[src/hw/hnp_defs.svh]
`ifndef HNP_DEFS_SVH
`define HNP_DEFS_SVH

`define HNP_OFS_AUX 8'h52
`define HNP_OFS_TRIG 8'h53
`define HNP_OFS_PCC 8'h54
`define HNP_OFS_STAT 8'h55
`define HNP_RST_AUX 8'h00
`define HNP_RST_TRIG 8'h3E
`define HNP_RST_PCC 8'h01
`define HNP_MASK_AUX 8'h07
`define HNP_MASK_TRIG 8'h3F
`define HNP_MASK_PCC 8'h07
`define HNP_BIT_POL 5
`define HNP_BIT_LEN 4
`define HNP_BIT_FW 3
`define HNP_BIT_ST 2
`define HNP_BIT_AQE 1
`define HNP_BIT_AQD 0
`define HNP_BIT_SLOPE 2
`define HNP_BIT_REL 1
`define HNP_BIT_FIX 0
`define HNP_AUX_SW_LOW 3'h4
`define HNP_AUX_SW_HIGH 3'h5
`define HNP_CLK_HZ 200000000
`define HNP_TICK_HZ 1000
`define HNP_TICK_DIV (`HNP_CLK_HZ / `HNP_TICK_HZ)
`define HNP_TICK_RESTART 1
`define HNP_LEN_SHORT_MS 4
`define HNP_LEN_LONG_MS 8

`endif

[src/hw/hnp_pkg.sv]
package hnp_pkg;

    typedef struct packed {
        logic wr;
        logic rd;
        logic [7:0] addr;
        logic [7:0] wdata;
    } hnp_bus_t;

    typedef struct packed {
        logic fw_fail;
        logic selftest_fail;
        logic acq_fail;
        logic acq_done;
        logic slope_hit;
        logic rel_hit;
        logic fix_hit;
    } hnp_evt_t;

    typedef enum logic [0:0] {
        HNP_IDLE,
        HNP_PULSE
    } hnp_state_t;

endpackage

[src/hw/hnp_tick.sv]
`include "hnp_defs.svh"

module hnp_tick (
    input wire logic clk,
    input wire logic rst_n,
    input wire logic restart,
    output logic tick
);

    typedef struct packed {
        logic [17:0] cnt;
        logic tick;
    } hnp_tick_st_t;

    hnp_tick_st_t st_r;
    hnp_tick_st_t st_nxt;

    // One-millisecond enable stands in for the low-frequency clock.
    // Restarting at one puts the first tick a whole millisecond of edges after the pulse began.
    always_comb begin
        st_nxt = st_r;
        st_nxt.tick = 1'b0;
        if (restart) begin
            st_nxt.cnt = 18'(`HNP_TICK_RESTART);
        end else if (st_r.cnt == 18'(`HNP_TICK_DIV - 1)) begin
            st_nxt.cnt = 18'h0;
            st_nxt.tick = 1'b1;
        end else begin
            st_nxt.cnt = st_r.cnt + 18'h1;
        end
    end

    always_ff @(posedge clk or negedge rst_n) begin
        if (!rst_n) begin
            st_r <= '0;
        end else begin
            st_r <= st_nxt;
        end
    end

    assign tick = st_r.tick;

endmodule

[src/hw/hnp_notify.sv]
`include "hnp_defs.svh"

////////////////////////////////////////////////////////////////////////////////
// What this block does
// - Auxiliary function codes 000 to 011 leave the auxiliary pin disabled.
// - Code 100 drives supply switch enable, idle high, asserted low.
// - Code 101 drives supply switch enable, idle low, asserted high.
// - All other auxiliary codes, including 111, leave the pin disabled.
// - Trigger bit 5 picks notify pin polarity; 0 idles high, pulses low.
// - Trigger bit 4 picks pulse length: 4 ms clear, 8 ms set.
// - Trigger bit 3 enables a pulse on firmware check failure.
// - Trigger bit 2 enables a pulse on self-test failure.
// - Trigger bit 1 enables a pulse on acquisition failure.
// - Trigger bit 0 enables a pulse on each acquisition completed while no pulse is running.
// - Pressure-change bit 2 enables slope threshold watching.
// - Pressure-change bit 1 enables relative threshold watching.
// - Pressure-change bit 0 enables fixed threshold watching.
// - A met enabled threshold sets the notify flag and pulses the pin.
// - Flags clear at end of serial transfers only after an acknowledge.
module hnp_notify (
    input wire logic clk,
    input wire logic rst_n,
    input wire hnp_pkg::hnp_bus_t bus,
    output logic [7:0] rdata,
    input wire hnp_pkg::hnp_evt_t evt,
    input wire logic notify_ack_command,
    input wire logic xfer_done,
    output logic notify_pin,
    output logic aux_port_pin,
    output logic aux_port_pin_oe_n,
    input wire logic supply_switch_enable,
    output logic slope_watch_enable,
    output logic relative_watch_enable,
    output logic fixed_watch_enable,
    output logic notify_flag
);

    typedef struct packed {
        logic [7:0] aux_pin_function;
        logic [7:0] notify_trigger_config;
        logic [7:0] pressure_change_config;
        logic [6:0] evt_flags;
        logic notify_flag;
        logic ack_seen;
        hnp_pkg::hnp_state_t state;
        logic [3:0] ms_left;
        logic [7:0] rdata;
        logic notify_pin;
        logic aux_pin;
        logic aux_oe_n;
    } hnp_st_t;

    hnp_st_t st_r;
    hnp_st_t st_nxt;
    logic tick;
    logic fire;
    logic [6:0] evt_vec;
    logic tick_restart;

    hnp_tick u_tick (
        .clk(clk),
        .rst_n(rst_n),
        .restart(tick_restart),
        .tick(tick)
    );

    function automatic logic idle_level(input logic [7:0] trig);
        idle_level = ~trig[`HNP_BIT_POL];
    endfunction

    ////////////////////////////////////////////////////////////////////////////
    function automatic logic [3:0] pulse_ms(input logic [7:0] trig);
        if (trig[`HNP_BIT_LEN]) begin
            pulse_ms = 4'(`HNP_LEN_LONG_MS);
        end else begin
            pulse_ms = 4'(`HNP_LEN_SHORT_MS);
        end
    endfunction

    // Reserved bits and unmapped offsets read back as zero.
    function automatic logic [7:0] reg_read(input hnp_st_t st, input logic [7:0] addr);
        case (addr)
            `HNP_OFS_AUX: reg_read = st.aux_pin_function;
            `HNP_OFS_TRIG: reg_read = st.notify_trigger_config;
            `HNP_OFS_PCC: reg_read = st.pressure_change_config;
            `HNP_OFS_STAT: reg_read = {st.notify_flag, st.evt_flags};
            default: reg_read = 8'h00;
        endcase
    endfunction

    // Returns the active-low output enable and the pin level for an auxiliary function code.
    function automatic logic [1:0] aux_drive(input logic [2:0] code, input logic req);
        case (code)
            `HNP_AUX_SW_LOW: begin
                aux_drive = {1'b0, ~req};
            end
            `HNP_AUX_SW_HIGH: begin
                aux_drive = {1'b0, req};
            end
            default: begin
                aux_drive = 2'h2;
            end
        endcase
    endfunction

    function automatic logic watch_hit(input logic [7:0] pcc, input hnp_pkg::hnp_evt_t ev);
        watch_hit = (pcc[`HNP_BIT_SLOPE] && ev.slope_hit) ||
            (pcc[`HNP_BIT_REL] && ev.rel_hit) ||
            (pcc[`HNP_BIT_FIX] && ev.fix_hit);
    endfunction

    ////////////////////////////////////////////////////////////////////////////
    assign evt_vec = evt;
    // The divider restarts with each pulse so that no counted millisecond is partial.
    assign tick_restart = fire && (st_r.state == hnp_pkg::HNP_IDLE);

    always_comb begin
        fire = 1'b0;
        if (st_r.notify_trigger_config[`HNP_BIT_FW] && evt.fw_fail) begin
            fire = 1'b1;
        end
        if (st_r.notify_trigger_config[`HNP_BIT_ST] && evt.selftest_fail) begin
            fire = 1'b1;
        end
        if (st_r.notify_trigger_config[`HNP_BIT_AQE] && evt.acq_fail) begin
            fire = 1'b1;
        end
        if (st_r.notify_trigger_config[`HNP_BIT_AQD] && evt.acq_done) begin
            fire = 1'b1;
        end
        if (watch_hit(st_r.pressure_change_config, evt)) begin
            fire = 1'b1;
        end
    end

    ////////////////////////////////////////////////////////////////////////////
    always_comb begin
        st_nxt = st_r;
        // Register writes; reserved bits are masked and read as zero.
        if (bus.wr) begin
            case (bus.addr)
                `HNP_OFS_AUX: begin
                    st_nxt.aux_pin_function = bus.wdata & `HNP_MASK_AUX;
                end
                `HNP_OFS_TRIG: begin
                    st_nxt.notify_trigger_config = bus.wdata & `HNP_MASK_TRIG;
                end
                `HNP_OFS_PCC: begin
                    st_nxt.pressure_change_config = bus.wdata & `HNP_MASK_PCC;
                end
                default: begin
                end
            endcase
        end
        if (bus.rd) begin
            st_nxt.rdata = reg_read(st_r, bus.addr);
        end
        // Acknowledge is remembered until the transfers close.
        if (notify_ack_command) begin
            st_nxt.ack_seen = 1'b1;
        end
        if (xfer_done && (st_r.ack_seen || notify_ack_command)) begin
            st_nxt.evt_flags = 7'h00;
            st_nxt.notify_flag = 1'b0;
            st_nxt.ack_seen = 1'b0;
        end
        // A new event wins over a clear in the same cycle.
        st_nxt.evt_flags = st_nxt.evt_flags | evt_vec;
        if (fire) begin
            st_nxt.notify_flag = 1'b1;
        end
        case (st_r.state)
            hnp_pkg::HNP_IDLE: begin
                if (fire) begin
                    st_nxt.state = hnp_pkg::HNP_PULSE;
                    st_nxt.ms_left = pulse_ms(st_r.notify_trigger_config);
                end
            end
            hnp_pkg::HNP_PULSE: begin
                // Further events are ignored here so a pulse never stretches.
                if (tick) begin
                    st_nxt.ms_left = st_r.ms_left - 4'h1;
                    if (st_r.ms_left == 4'h1) begin
                        st_nxt.state = hnp_pkg::HNP_IDLE;
                    end
                end
            end
            default: st_nxt.state = hnp_pkg::HNP_IDLE;
        endcase
        // Driving the pin from the next state keeps it on the same edge as the state change.
        if (st_nxt.state == hnp_pkg::HNP_PULSE) begin
            st_nxt.notify_pin = ~idle_level(st_nxt.notify_trigger_config);
        end else begin
            st_nxt.notify_pin = idle_level(st_nxt.notify_trigger_config);
        end
        {st_nxt.aux_oe_n, st_nxt.aux_pin} = aux_drive(st_nxt.aux_pin_function[2:0], supply_switch_enable);
    end

    always_ff @(posedge clk or negedge rst_n) begin
        if (!rst_n) begin
            st_r <= '0;
            st_r.aux_pin_function <= `HNP_RST_AUX;
            st_r.notify_trigger_config <= `HNP_RST_TRIG;
            st_r.pressure_change_config <= `HNP_RST_PCC;
            st_r.state <= hnp_pkg::HNP_IDLE;
            st_r.notify_pin <= 1'b0;
            st_r.aux_oe_n <= 1'b1;
        end else begin
            st_r <= st_nxt;
        end
    end

    ////////////////////////////////////////////////////////////////////////////
    assign rdata = st_r.rdata;
    assign notify_pin = st_r.notify_pin;
    assign aux_port_pin = st_r.aux_pin;
    assign aux_port_pin_oe_n = st_r.aux_oe_n;
    assign slope_watch_enable = st_r.pressure_change_config[`HNP_BIT_SLOPE];
    assign relative_watch_enable = st_r.pressure_change_config[`HNP_BIT_REL];
    assign fixed_watch_enable = st_r.pressure_change_config[`HNP_BIT_FIX];
    assign notify_flag = st_r.notify_flag;

endmodule

[config.mk]
export PLATFORM = sky130hd
export DESIGN_NAME = hnp_notify
export DESIGN_NICKNAME = d
export VERILOG_FILES = /design/src/hw/hnp_pkg.sv /design/src/hw/hnp_tick.sv /design/src/hw/hnp_notify.sv
export VERILOG_INCLUDE_DIRS = /design/src /design/src/hw
export SDC_FILE = /design/constraint.sdc
export NUM_CORES = 1
export LEC_CHECK = 0
export BUFFER_PORTS_ARGS = -buffer_cell sky130_fd_sc_hd__buf_2
export CORE_UTILIZATION = 60
export CTS_BUF_LIST = sky130_fd_sc_hd__clkbuf_16
export DETAILED_ROUTE_END_ITERATION = 6
export PLACE_DENSITY = 0.84
export SYNTH_ARGS = -nofsm -noshare
export SYNTH_HDL_FRONTEND = slang
export SYNTH_SLANG_ARGS = --single-unit
export TNS_END_PERCENT = 5
[constraint.sdc]
create_clock -name clk -period 4.1 [get_ports clk]
set_clock_uncertainty 0.2 [all_clocks]
set_input_delay 1.025 -clock clk [delete_from_list [all_inputs] [get_ports clk]]
set_output_delay 1.025 -clock clk [all_outputs]
set_load 0.05 [all_outputs]
==> results.md, run 1 <==
* Outcome: complete, no violations
* Flops & latches, synth at 56
* H-tree depth at 2
* EDFF count, synth at 0
* Maxcap violations at 0
* Leakage power at around 1.4 nW
* Final setup viols at 0
* DR WL/cell at approximately 16 um
* CTS tree: yes
* Area Overhead vs Synth at 13.4%
* Core area at a little over 4000 um2
* Total die area at 4740 um2
* Global-route wire length before repair at 9000 um
* Antenna Cells at 0
* Fin. Hold Viols at 0
* Post-synthesis simple-gate area fraction at 17.2%
* Setup TNS at 0 ns
* Largest net degree at the start of global routing at 31
* Synth cell count leaders: 49 x dfrtp_1, 20 x nor2_1, 15 x inv_1, 15 x mux2_2, 12 x nand2_1
* Reg2Reg Setup Slack at 1.68 ns
* Die extent in x at 68.9 um
* Largest family of logic cells by synthesized area: simple AND/OR/NAND/NOR gates
* I/O Buffers at 42
* Cell Area, Synth at around 2700 um2
* Min-Delay Path Class: flip-flop to flip-flop
* Synth area leader: dfrtp_1
* CP endpoint kind: flip-flop
* Power Dens Cells at roughly 490 nW/um2
* Top cells by area, synth: dfrtp_1 46%, dfstp_2 6.9%, mux2_2 6.3%
* Maximum fanout along the worst path at 17
* GP Congestion at 0.804
* Async set or reset register ratio after synthesis at between 90% and 100%
* Hold-fix buffers, CTS at 0
* Max Slew Vio Count at 0
* Period Utilization, post-route at 66.3%
* Number of buffers created by CTS at 5
* Setup bufs post-CTS at 0
* Vias in the first global route at 1945
* Clk_lat worst skew at ~0.29 ns
* Mux contribution to synthesized area at 6.30%
* Initial DRC Count at 163
* Worst slew pin tran at 0.846 ns
* Fin nets at 317
* Post-synth top flop: dfrtp_1
* Post-synthesis compound-gate area fraction at 12.5%
* Post-Syn Instances at ~250
* Initial antenna violation count at 0
* Std cell rows at 23
* Layout cells sized above 1 at 27.7%
* Detail Placement HPWL at a little under 4000 um
* Sequential area share after synthesis at 52.6%
* RSZ-0062 raised after global routing: false
* Avg Vias per Cell at ~5.9
* Post-synth top area share at 45.7%
* Clock Tree Root: clkbuf_16
* Relative slew margins at between 40% and 50%
* Period minus WS final at 2.72 ns
* DRC violation count after routing at 0
* Top-level I/O count at between 40 and 50
* Clock-pin slew on the worst setup and hold paths at 0.07 ns
* Clock Sinks at 56
* DR vias at 1988
* Xor and xnor area share after synthesis at 4.57%
* Inst Count DP at 327
* Syn avg cell area at 10.8 um2
* All-Layer GR Usage at 26.8%
* Post-CTS sizing at 0
* Crit path DAT at 2.73 ns
* Startpoint types: input port
* Vert. Die Dim at 68.9 um
* CP Class: input port to flip-flop
* Peak VDD IR at 0.334 mV
* F_max at 368 MHz
* Synth unique cells at 50
* Total gr overflow at 0
* Cell Area, Placed at slightly below 3000 um2
* Yosys warnings at 0
* Most numerous cell in the Yosys netlist: dfrtp_1
* Routed WL at about 5400 um
* DRT antenna net count at 0
* Adder-cell share of the synthesized area at 1.40%
* Final Instance Count excl. Fillers at 335
* Worst Path Required at between 4 and 5 ns
* Detailed Routing Iterations Pass 1 at 4
* Post-synth net total at between 200 and 300
* Design Area, Final at 3040 um2
* Starting Density at 64.7%
* CTS Buffer Depth at 2
-- cell usage in the layout, fill, tap and decap left out, types with 7 or more instances in the layout --
cell type / instances
xnor2_1: 11
a22oi_1: 7
nand2_1: 12
mux2_2: 15
dfstp_2: 7
nand3_1: 11
nor2_1: 20
buf_2: 42
inv_1: 15
a21o_1: 9
dfrtp_1: 49
-- state kept, by name, summed over array words and instances, names as in the netlist --
register / cells
aux_port_pin: 1
aux_port_pin_oe_n: 1
fixed_watch_enable: 1
notify_flag: 1
notify_pin: 1
rdata: 8
relative_watch_enable: 1
slope_watch_enable: 1
st_r: 22
u_tick.st_r: 18
u_tick.tick: 1
-- final cells by class --
cell class,count,area (um2)
clock buffers,5,125
clock inverters,3,37.5
fillers,300,1100
inverters,15,56.3
multi-input cells,162,1130
flip-flops and latches,56,1410
well taps,50,62.6
repair buffers,44,225
-- path summary, 6_finish.rpt --
path	from	end	cells past startpoint
max	evt[2]	u_tick.st_r[14]	5
min reg2reg	st_r[24]	st_r[24]	1
min in group asynchronous	rst_n	st_r[24]	1
min	st_r[24]	st_r[24]	1
max in group asynchronous	rst_n	st_r[35]	2
max reg2reg	st_r[36]	u_tick.st_r[14]	4
-- through the flow --
stage | setup WS, ns | util (%) | power [mW] | hold WS, ns
2_1_floorplan | 1.54 | - | 0.931 | 0.231
5_1_grt | 1.23 | 73.4 | 1.57 | 0.297
4_1_cts | 1.40 | 73.4 | 1.49 | 0.283
3_5_place_dp | 1.08 | 69.5 | 1.03 | 0.268
3_3_place_gp | 1.16 | 69.5 | 1.01 | 0.255
6_report | 1.38 | 73.4 | 1.49 | 0.279
-- power by group --
group	internal [mW]	switching [mW]	leakage, nW
clock network	0.284	0.186	0.0789
logic	0.119	0.167	0.602
registers	0.638	0.0952	0.702
-- cells by family (layout without fill, tap and decap cells) --
group / Yosys count / in the layout
buffers and inverters: 30 / 67
DFF: 56 / 56
xor gates and xnor gates: 14 / 14
and+or+nand+nor: 82 / 82
muxes: 15 / 15
AOI/OAI and AO/OA: 48 / 48
adders and majority gates: 3 / 3
-- worst max-delay path: stages --
cell,delay [ns]
buf_2,0.11
a222oi_1,0.46
a31oi_1,0.40
a31o_1,0.51
nor2_1,0.22
-- metal layers --
layer,GRT usage (%),vias up,wire length [um]
li1,-,946,-
met1,34.7,976,2420
met2,43.9,54,2680
met3,5.43,12,241
met4,10.5,0,114
met5,0,-,0
Note: power is estimated with default switching activity, not from simulation.
==> inputs of run 2 (changes only) <==
- CORE_UTILIZATION: 60 -> 56
- PLACE_DENSITY: 0.84 -> 0.79
- clock period: 4.1 -> 2.54 ns (I/O delays scaled with it)
==> results.md, run 2 (synthesized netlist as in run 1, its figures left out) <==
* Min-Delay Path Class: input port to asynchronous set/reset pin
* Outcome: complete, but fails checks
* Top-level I/O count at 45
* Reg2reg start: u_tick.st_r[7]
* Fillers at 349
* Inst Count DP at approximately 330
* CTS tree: yes
* Total die area at roughly 5000 um2
* Starting Density at about 60%
* Worst Path Required at 2.51 ns
* Failing checks: DRC
* Clock-pin slew on the worst setup and hold paths at 0.06 ns
* Critical Path Start: bus[15]
* Total gr overflow at 0
* RSZ-0062 raised after global routing: false
* Global-route wire length before repair at approximately 9000 um
* I/O Buffers at 42
* Maxcap violations at 0
* Setup bufs post-CTS at 0
* Finished Core Util at 68.7%
* Area Overhead vs Synth at 14.5%
* Initial DRC Count at 109
* Hold-fix buffers, CTS at 0
* H-tree depth at 2
* Vert. Die Dim at 71.2 um
* Cell Area, Placed at 2930 um2
* Fin nets at ~320
* Peak VDD IR at 0.541 mV
* Layout cells sized above 1 at 29.3%
* Post-CTS sizing at 0
* Period minus WS final at about 2.0 ns
* DR vias at 1944
* Startpoint types: input port
* Period Utilization, post-route at 79.6%
* Final setup viols at 0
* CP endpoint kind: flip-flop
* Final Instance Count excl. Fillers at 342
* Commonest non-fill, non-tap cell in the layout: dfrtp_1
* Setup TNS at 0 ns
* Std cell rows at 24
* Fin. Hold Viols at 0
* Leakage power at ~1.4 nW
* DRT antenna net count at 0
* Initial antenna violation count at 0
* Clock Sinks at 56
* Core area at 4470 um2
* F_max at around 500 MHz
* Detail Placement HPWL at 3730 um
* Number of buffers created by CTS at 5
* Relative slew margins at 54.3%
* CP Class: input port to flip-flop
* Most frequent cells in the layout: 49 x dfrtp_1, 42 x buf_2, 20 x nor2_1
* Maximum fanout along the worst path at 5
* GP Congestion at 0.807
* Routed WL at between 5000 and 6000 um
* Power Dens Cells at 751 nW/um2
* DRC violation count after routing at 3
* DR WL/cell at about 15 um
* Avg Vias per Cell at 5.68
* All-Layer GR Usage at 23.1%
* Worst slew pin tran at around 0.68 ns
* Antenna Cells at 0
* Max FFs per register at 22
* Vias in the first global route at 1884
* Crit path DAT at 2.00 ns
* Max Slew Vio Count at 0
* CTS Buffer Depth at 2
* Die extent in x at 71.2 um
* Design Area, Final at just over 3000 um2
* Clock Tree Root: clkbuf_16
* Reg with most FFs: st_r
* Clk_lat worst skew at 0.29 ns
* Largest net degree at the start of global routing at 57
* Detailed Routing Iterations Pass 1 at 7
run 2: metal layers:
layer | wire length, um | track usage (%) | vias up
li1 | - | - | 958
met1 | 2430 | 32.2 | 937
met2 | 2500 | 36.6 | 44
met3 | 242 | 5.49 | 5
met4 | 50 | 6.67 | 0
met5 | 0 | 0 | -
run 2: area by class of cell:
class | instances | area, um2 | area share (%)
clock buffers | 5 | 125 | 4.07
clock inverters | 3 | 13.8 | 0.448
inverters | 15 | 56.3 | 1.83
multi-input cells | 162 | 1130 | 36.7
flip-flops and latches | 56 | 1410 | 45.9
well taps | 52 | 65.1 | 2.12
repair buffers | 49 | 275 | 8.96
run 2: critical path, cell delays in order:
cell	delay (ns)
buf_2	0.10
nor4b_1	0.44
and4_1	0.32
buf_4	0.17
mux2_2	0.34
run 2: through the flow:
stage | worst slack [ns] | power (mW) | hold WS (ns)
floorplan | 0.370 | 1.50 | 0.139
global placement | 0.242 | 1.64 | 0.253
detailed placement | 0.249 | 1.66 | 0.263
CTS | 0.532 | 2.32 | 0.145
global route | 0.371 | 2.42 | 0.147
finish | 0.517 | 2.31 | 0.126
run 2: final timing paths:
check	endpoint	slack, ns	cells after the start
setup / recovery	st_r[33]	0.52	5
hold / removal	st_r[18]	0.13	2
setup reg to reg	u_tick.st_r[18]	0.53	4
hold reg to reg	st_r[19]	0.28	1
max in group asynchronous	st_r[36]	1.72	2
min in group clk	st_r[19]	0.28	1
run 2: report_power, final:
part           leakage [nW]  total [mW]  switching [mW]  internal, mW
sequential            0.702        1.18           0.151          1.03
combinational         0.633       0.471           0.269         0.202
clock                0.0710       0.653           0.294         0.359
==> inputs of run 3 (changes only) <==
- CORE_UTILIZATION: 56 -> 50
- PLACE_DENSITY: 0.79 -> 0.75
- clock period: 2.54 -> 1.7 ns (I/O delays scaled with it)
==> results.md, run 3 (synthesized netlist as in run 1, its figures left out) <==
* Avg Vias per Cell at 5.58
* Fillers at 379
* Clk_lat worst skew at 0.29 ns
* Crit path DAT at 1.88 ns
* Max FFs per register at 22
* Cell Area, Placed at 3300 um2
* Commonest non-fill, non-tap cell in the layout: dfrtp_1
* Min-Delay Path Class: input port to flip-flop
* Clock Tree Root: clkbuf_16
* Antenna Cells at 0
* Period Utilization, post-route at 109%
* Maxcap violations at 0
* Peak VDD IR at 0.788 mV
* Area Overhead vs Synth at 36.5%
* DR vias at 2272
* Number of buffers created by CTS at 5
* Maximum fanout along the worst path at 6
* Worst Reg2Reg Path Length in Cells at 6
* Hold depth at 2
* DR WL/cell at 16.4 um
* Reg2reg start: slope_watch_enable
* Routed WL at around 6700 um
* Startpoint types: flip-flop
* GP Congestion at about 0.83
* CTS tree: yes
* Std cell rows at 26
* Vert. Die Dim at 75.2 um
* Reg with most FFs: st_r
* Largest net degree at the start of global routing at 28
* I/O Buffers at 42
* F_max at 537 MHz
* Design Area, Final at between 3000 and 4000 um2
* Relative slew margins at approximately 68%
* Placement Setup Slack at -0.328 ns
* Total gr overflow at 0
* Clock-pin slew on the worst setup and hold paths at 0.07 ns
* CP endpoint kind: flip-flop
* Total die area at 5660 um2
* Vias in the first global route at just over 2k
* Detail Placement HPWL at 4380 um
* Reg2Reg Setup Slack at -0.16 ns
* RSZ-0062 raised after global routing: true
* Top-level I/O count at 45
* Final Instance Count excl. Fillers at roughly 400
* Initial antenna violation count at 0
* Power Dens Cells at between 1000 and 1500 nW/um2
* Post-layout power at approximately 3.9 mW
* Layout cells sized above 1 at 46.3%
* Max Slew Vio Count at 0
* CTS Buffer Depth at 2
* Core area at 5140 um2
* DRC violation count after routing at 0
* Fin nets at around 370
* Inst Count DP at 393
* Most frequent cells in the layout: 47 x dfrtp_1, 46 x buf_4, 40 x buf_2
* Leakage power at 1.65 nW
* CP Class: flip-flop to flip-flop
* Failing checks: setup timing
* Hold_sp: xfer_done
* All-Layer GR Usage at between 20% and 30%
* Sequential Power Share at 44.3%
* Worst reg2reg endpoint: u_tick.st_r[15]
* Global-route wire length before repair at ~9500 um
* Clock network fraction of total power at 25.3%
* Final Worst Setup Slack at -0.161 ns
* Worst Path Required at 1.72 ns
* Die extent in x at 75.2 um
* NetSw at 1.22 mW
* Clock Sinks at 56
* Worst slew pin tran at about 0.47 ns
* Sw frac at about a third
* DRT antenna net count at 0
* Min-Delay Endpoint: st_r[16]
* Starting Density at approximately 52%
* Int Pwr at approximately 2.7 mW
* Initial DRC Count at between 150 and 200
* Gate power share at 30.3%
* Outcome: complete, but fails checks
* Period minus WS final at 1.86 ns
* H-tree depth at 2
* Final setup viols at 24
* Detailed Routing Iterations Pass 1 at 4
* Fin. Hold Viols at 0
==> run 3: what timing repair did <==
item                                    CTS  global route
hold buffers                              1             0
hold endpoints to repair                  8             0
endpoints found under the setup margin   27            28
pin swaps                                 4             6
gates resized for setup                  13            27
cloned                                    0             1
buffers inserted                          3             1
==> run 3: how the worst max path moves through the flow <==
stage | startpoint | endpoint | slack, ns | depth (start not counted)
4_1_cts | slope_watch_enable | notify_pin | -0.11 | 6
3_5_place_dp | bus[15] | st_r[33] | -0.33 | 5
5_1_grt | slope_watch_enable | notify_pin | -0.22 | 6
2_1_floorplan | slope_watch_enable | u_tick.st_r[12] | -0.30 | 6
3_3_place_gp | bus[15] | st_r[33] | -0.29 | 5
6_report | slope_watch_enable | u_tick.st_r[15] | -0.16 | 6
==> run 3: cell type report <==
| cell class | count | area [um2] | share of cell area (%) |
|---|---|---|---|
| timing repair buffer | 96 | 697 | 19.0 |
| multi-input combinational | 162 | 1270 | 34.6 |
| inverter | 15 | 56.3 | 1.54 |
| clock buffer | 5 | 125 | 3.42 |
| tap | 70 | 87.6 | 2.39 |
| clock inverter | 3 | 15.0 | 0.410 |
| sequential | 56 | 1410 | 38.6 |
==> run 3: stage by stage <==
step / utilization [%] / hold slack [ns] / setup TNS [ns]
final: 71.3 / 0.0928 / -2.31
after global routing: 71.3 / 0.0949 / -4.04
after CTS: 68.5 / 0.0921 / -1.57
after detailed placement: 64.1 / 0.132 / -9.86
after global placement: 64.1 / 0.128 / -9.05
after floorplan: - / -0.0706 / -5.51
==> run 3: power groups by stage <==
stage | clock network [mW] | logic (mW) | registers [mW]
2_1_floorplan | 0 | 0.451 | 1.81
3_3_place_gp | 0 | 0.942 | 1.72
3_5_place_dp | 0 | 0.975 | 1.73
4_1_cts | 0.996 | 1.04 | 1.71
5_1_grt | 1.05 | 1.28 | 1.75
6_report | 0.982 | 1.18 | 1.72
==> run 3: routing by layer <==
metal	GRT usage, %	wire, um	up-vias
met5	0	0	-
met4	5.76	39	0
met3	3.21	255	6
met2	39.5	3580	60
met1	29.1	2810	1155
li1	-	-	1051
==> run 3: worst max-delay path: stages, from the launching register on <==
cell	delay, ns
dfrtp_2	0.41
a222oi_1	0.35
buf_4	0.19
a31oi_4	0.10
a31o_4	0.27
clkbuf_16	0.17
a21oi_2	0.10
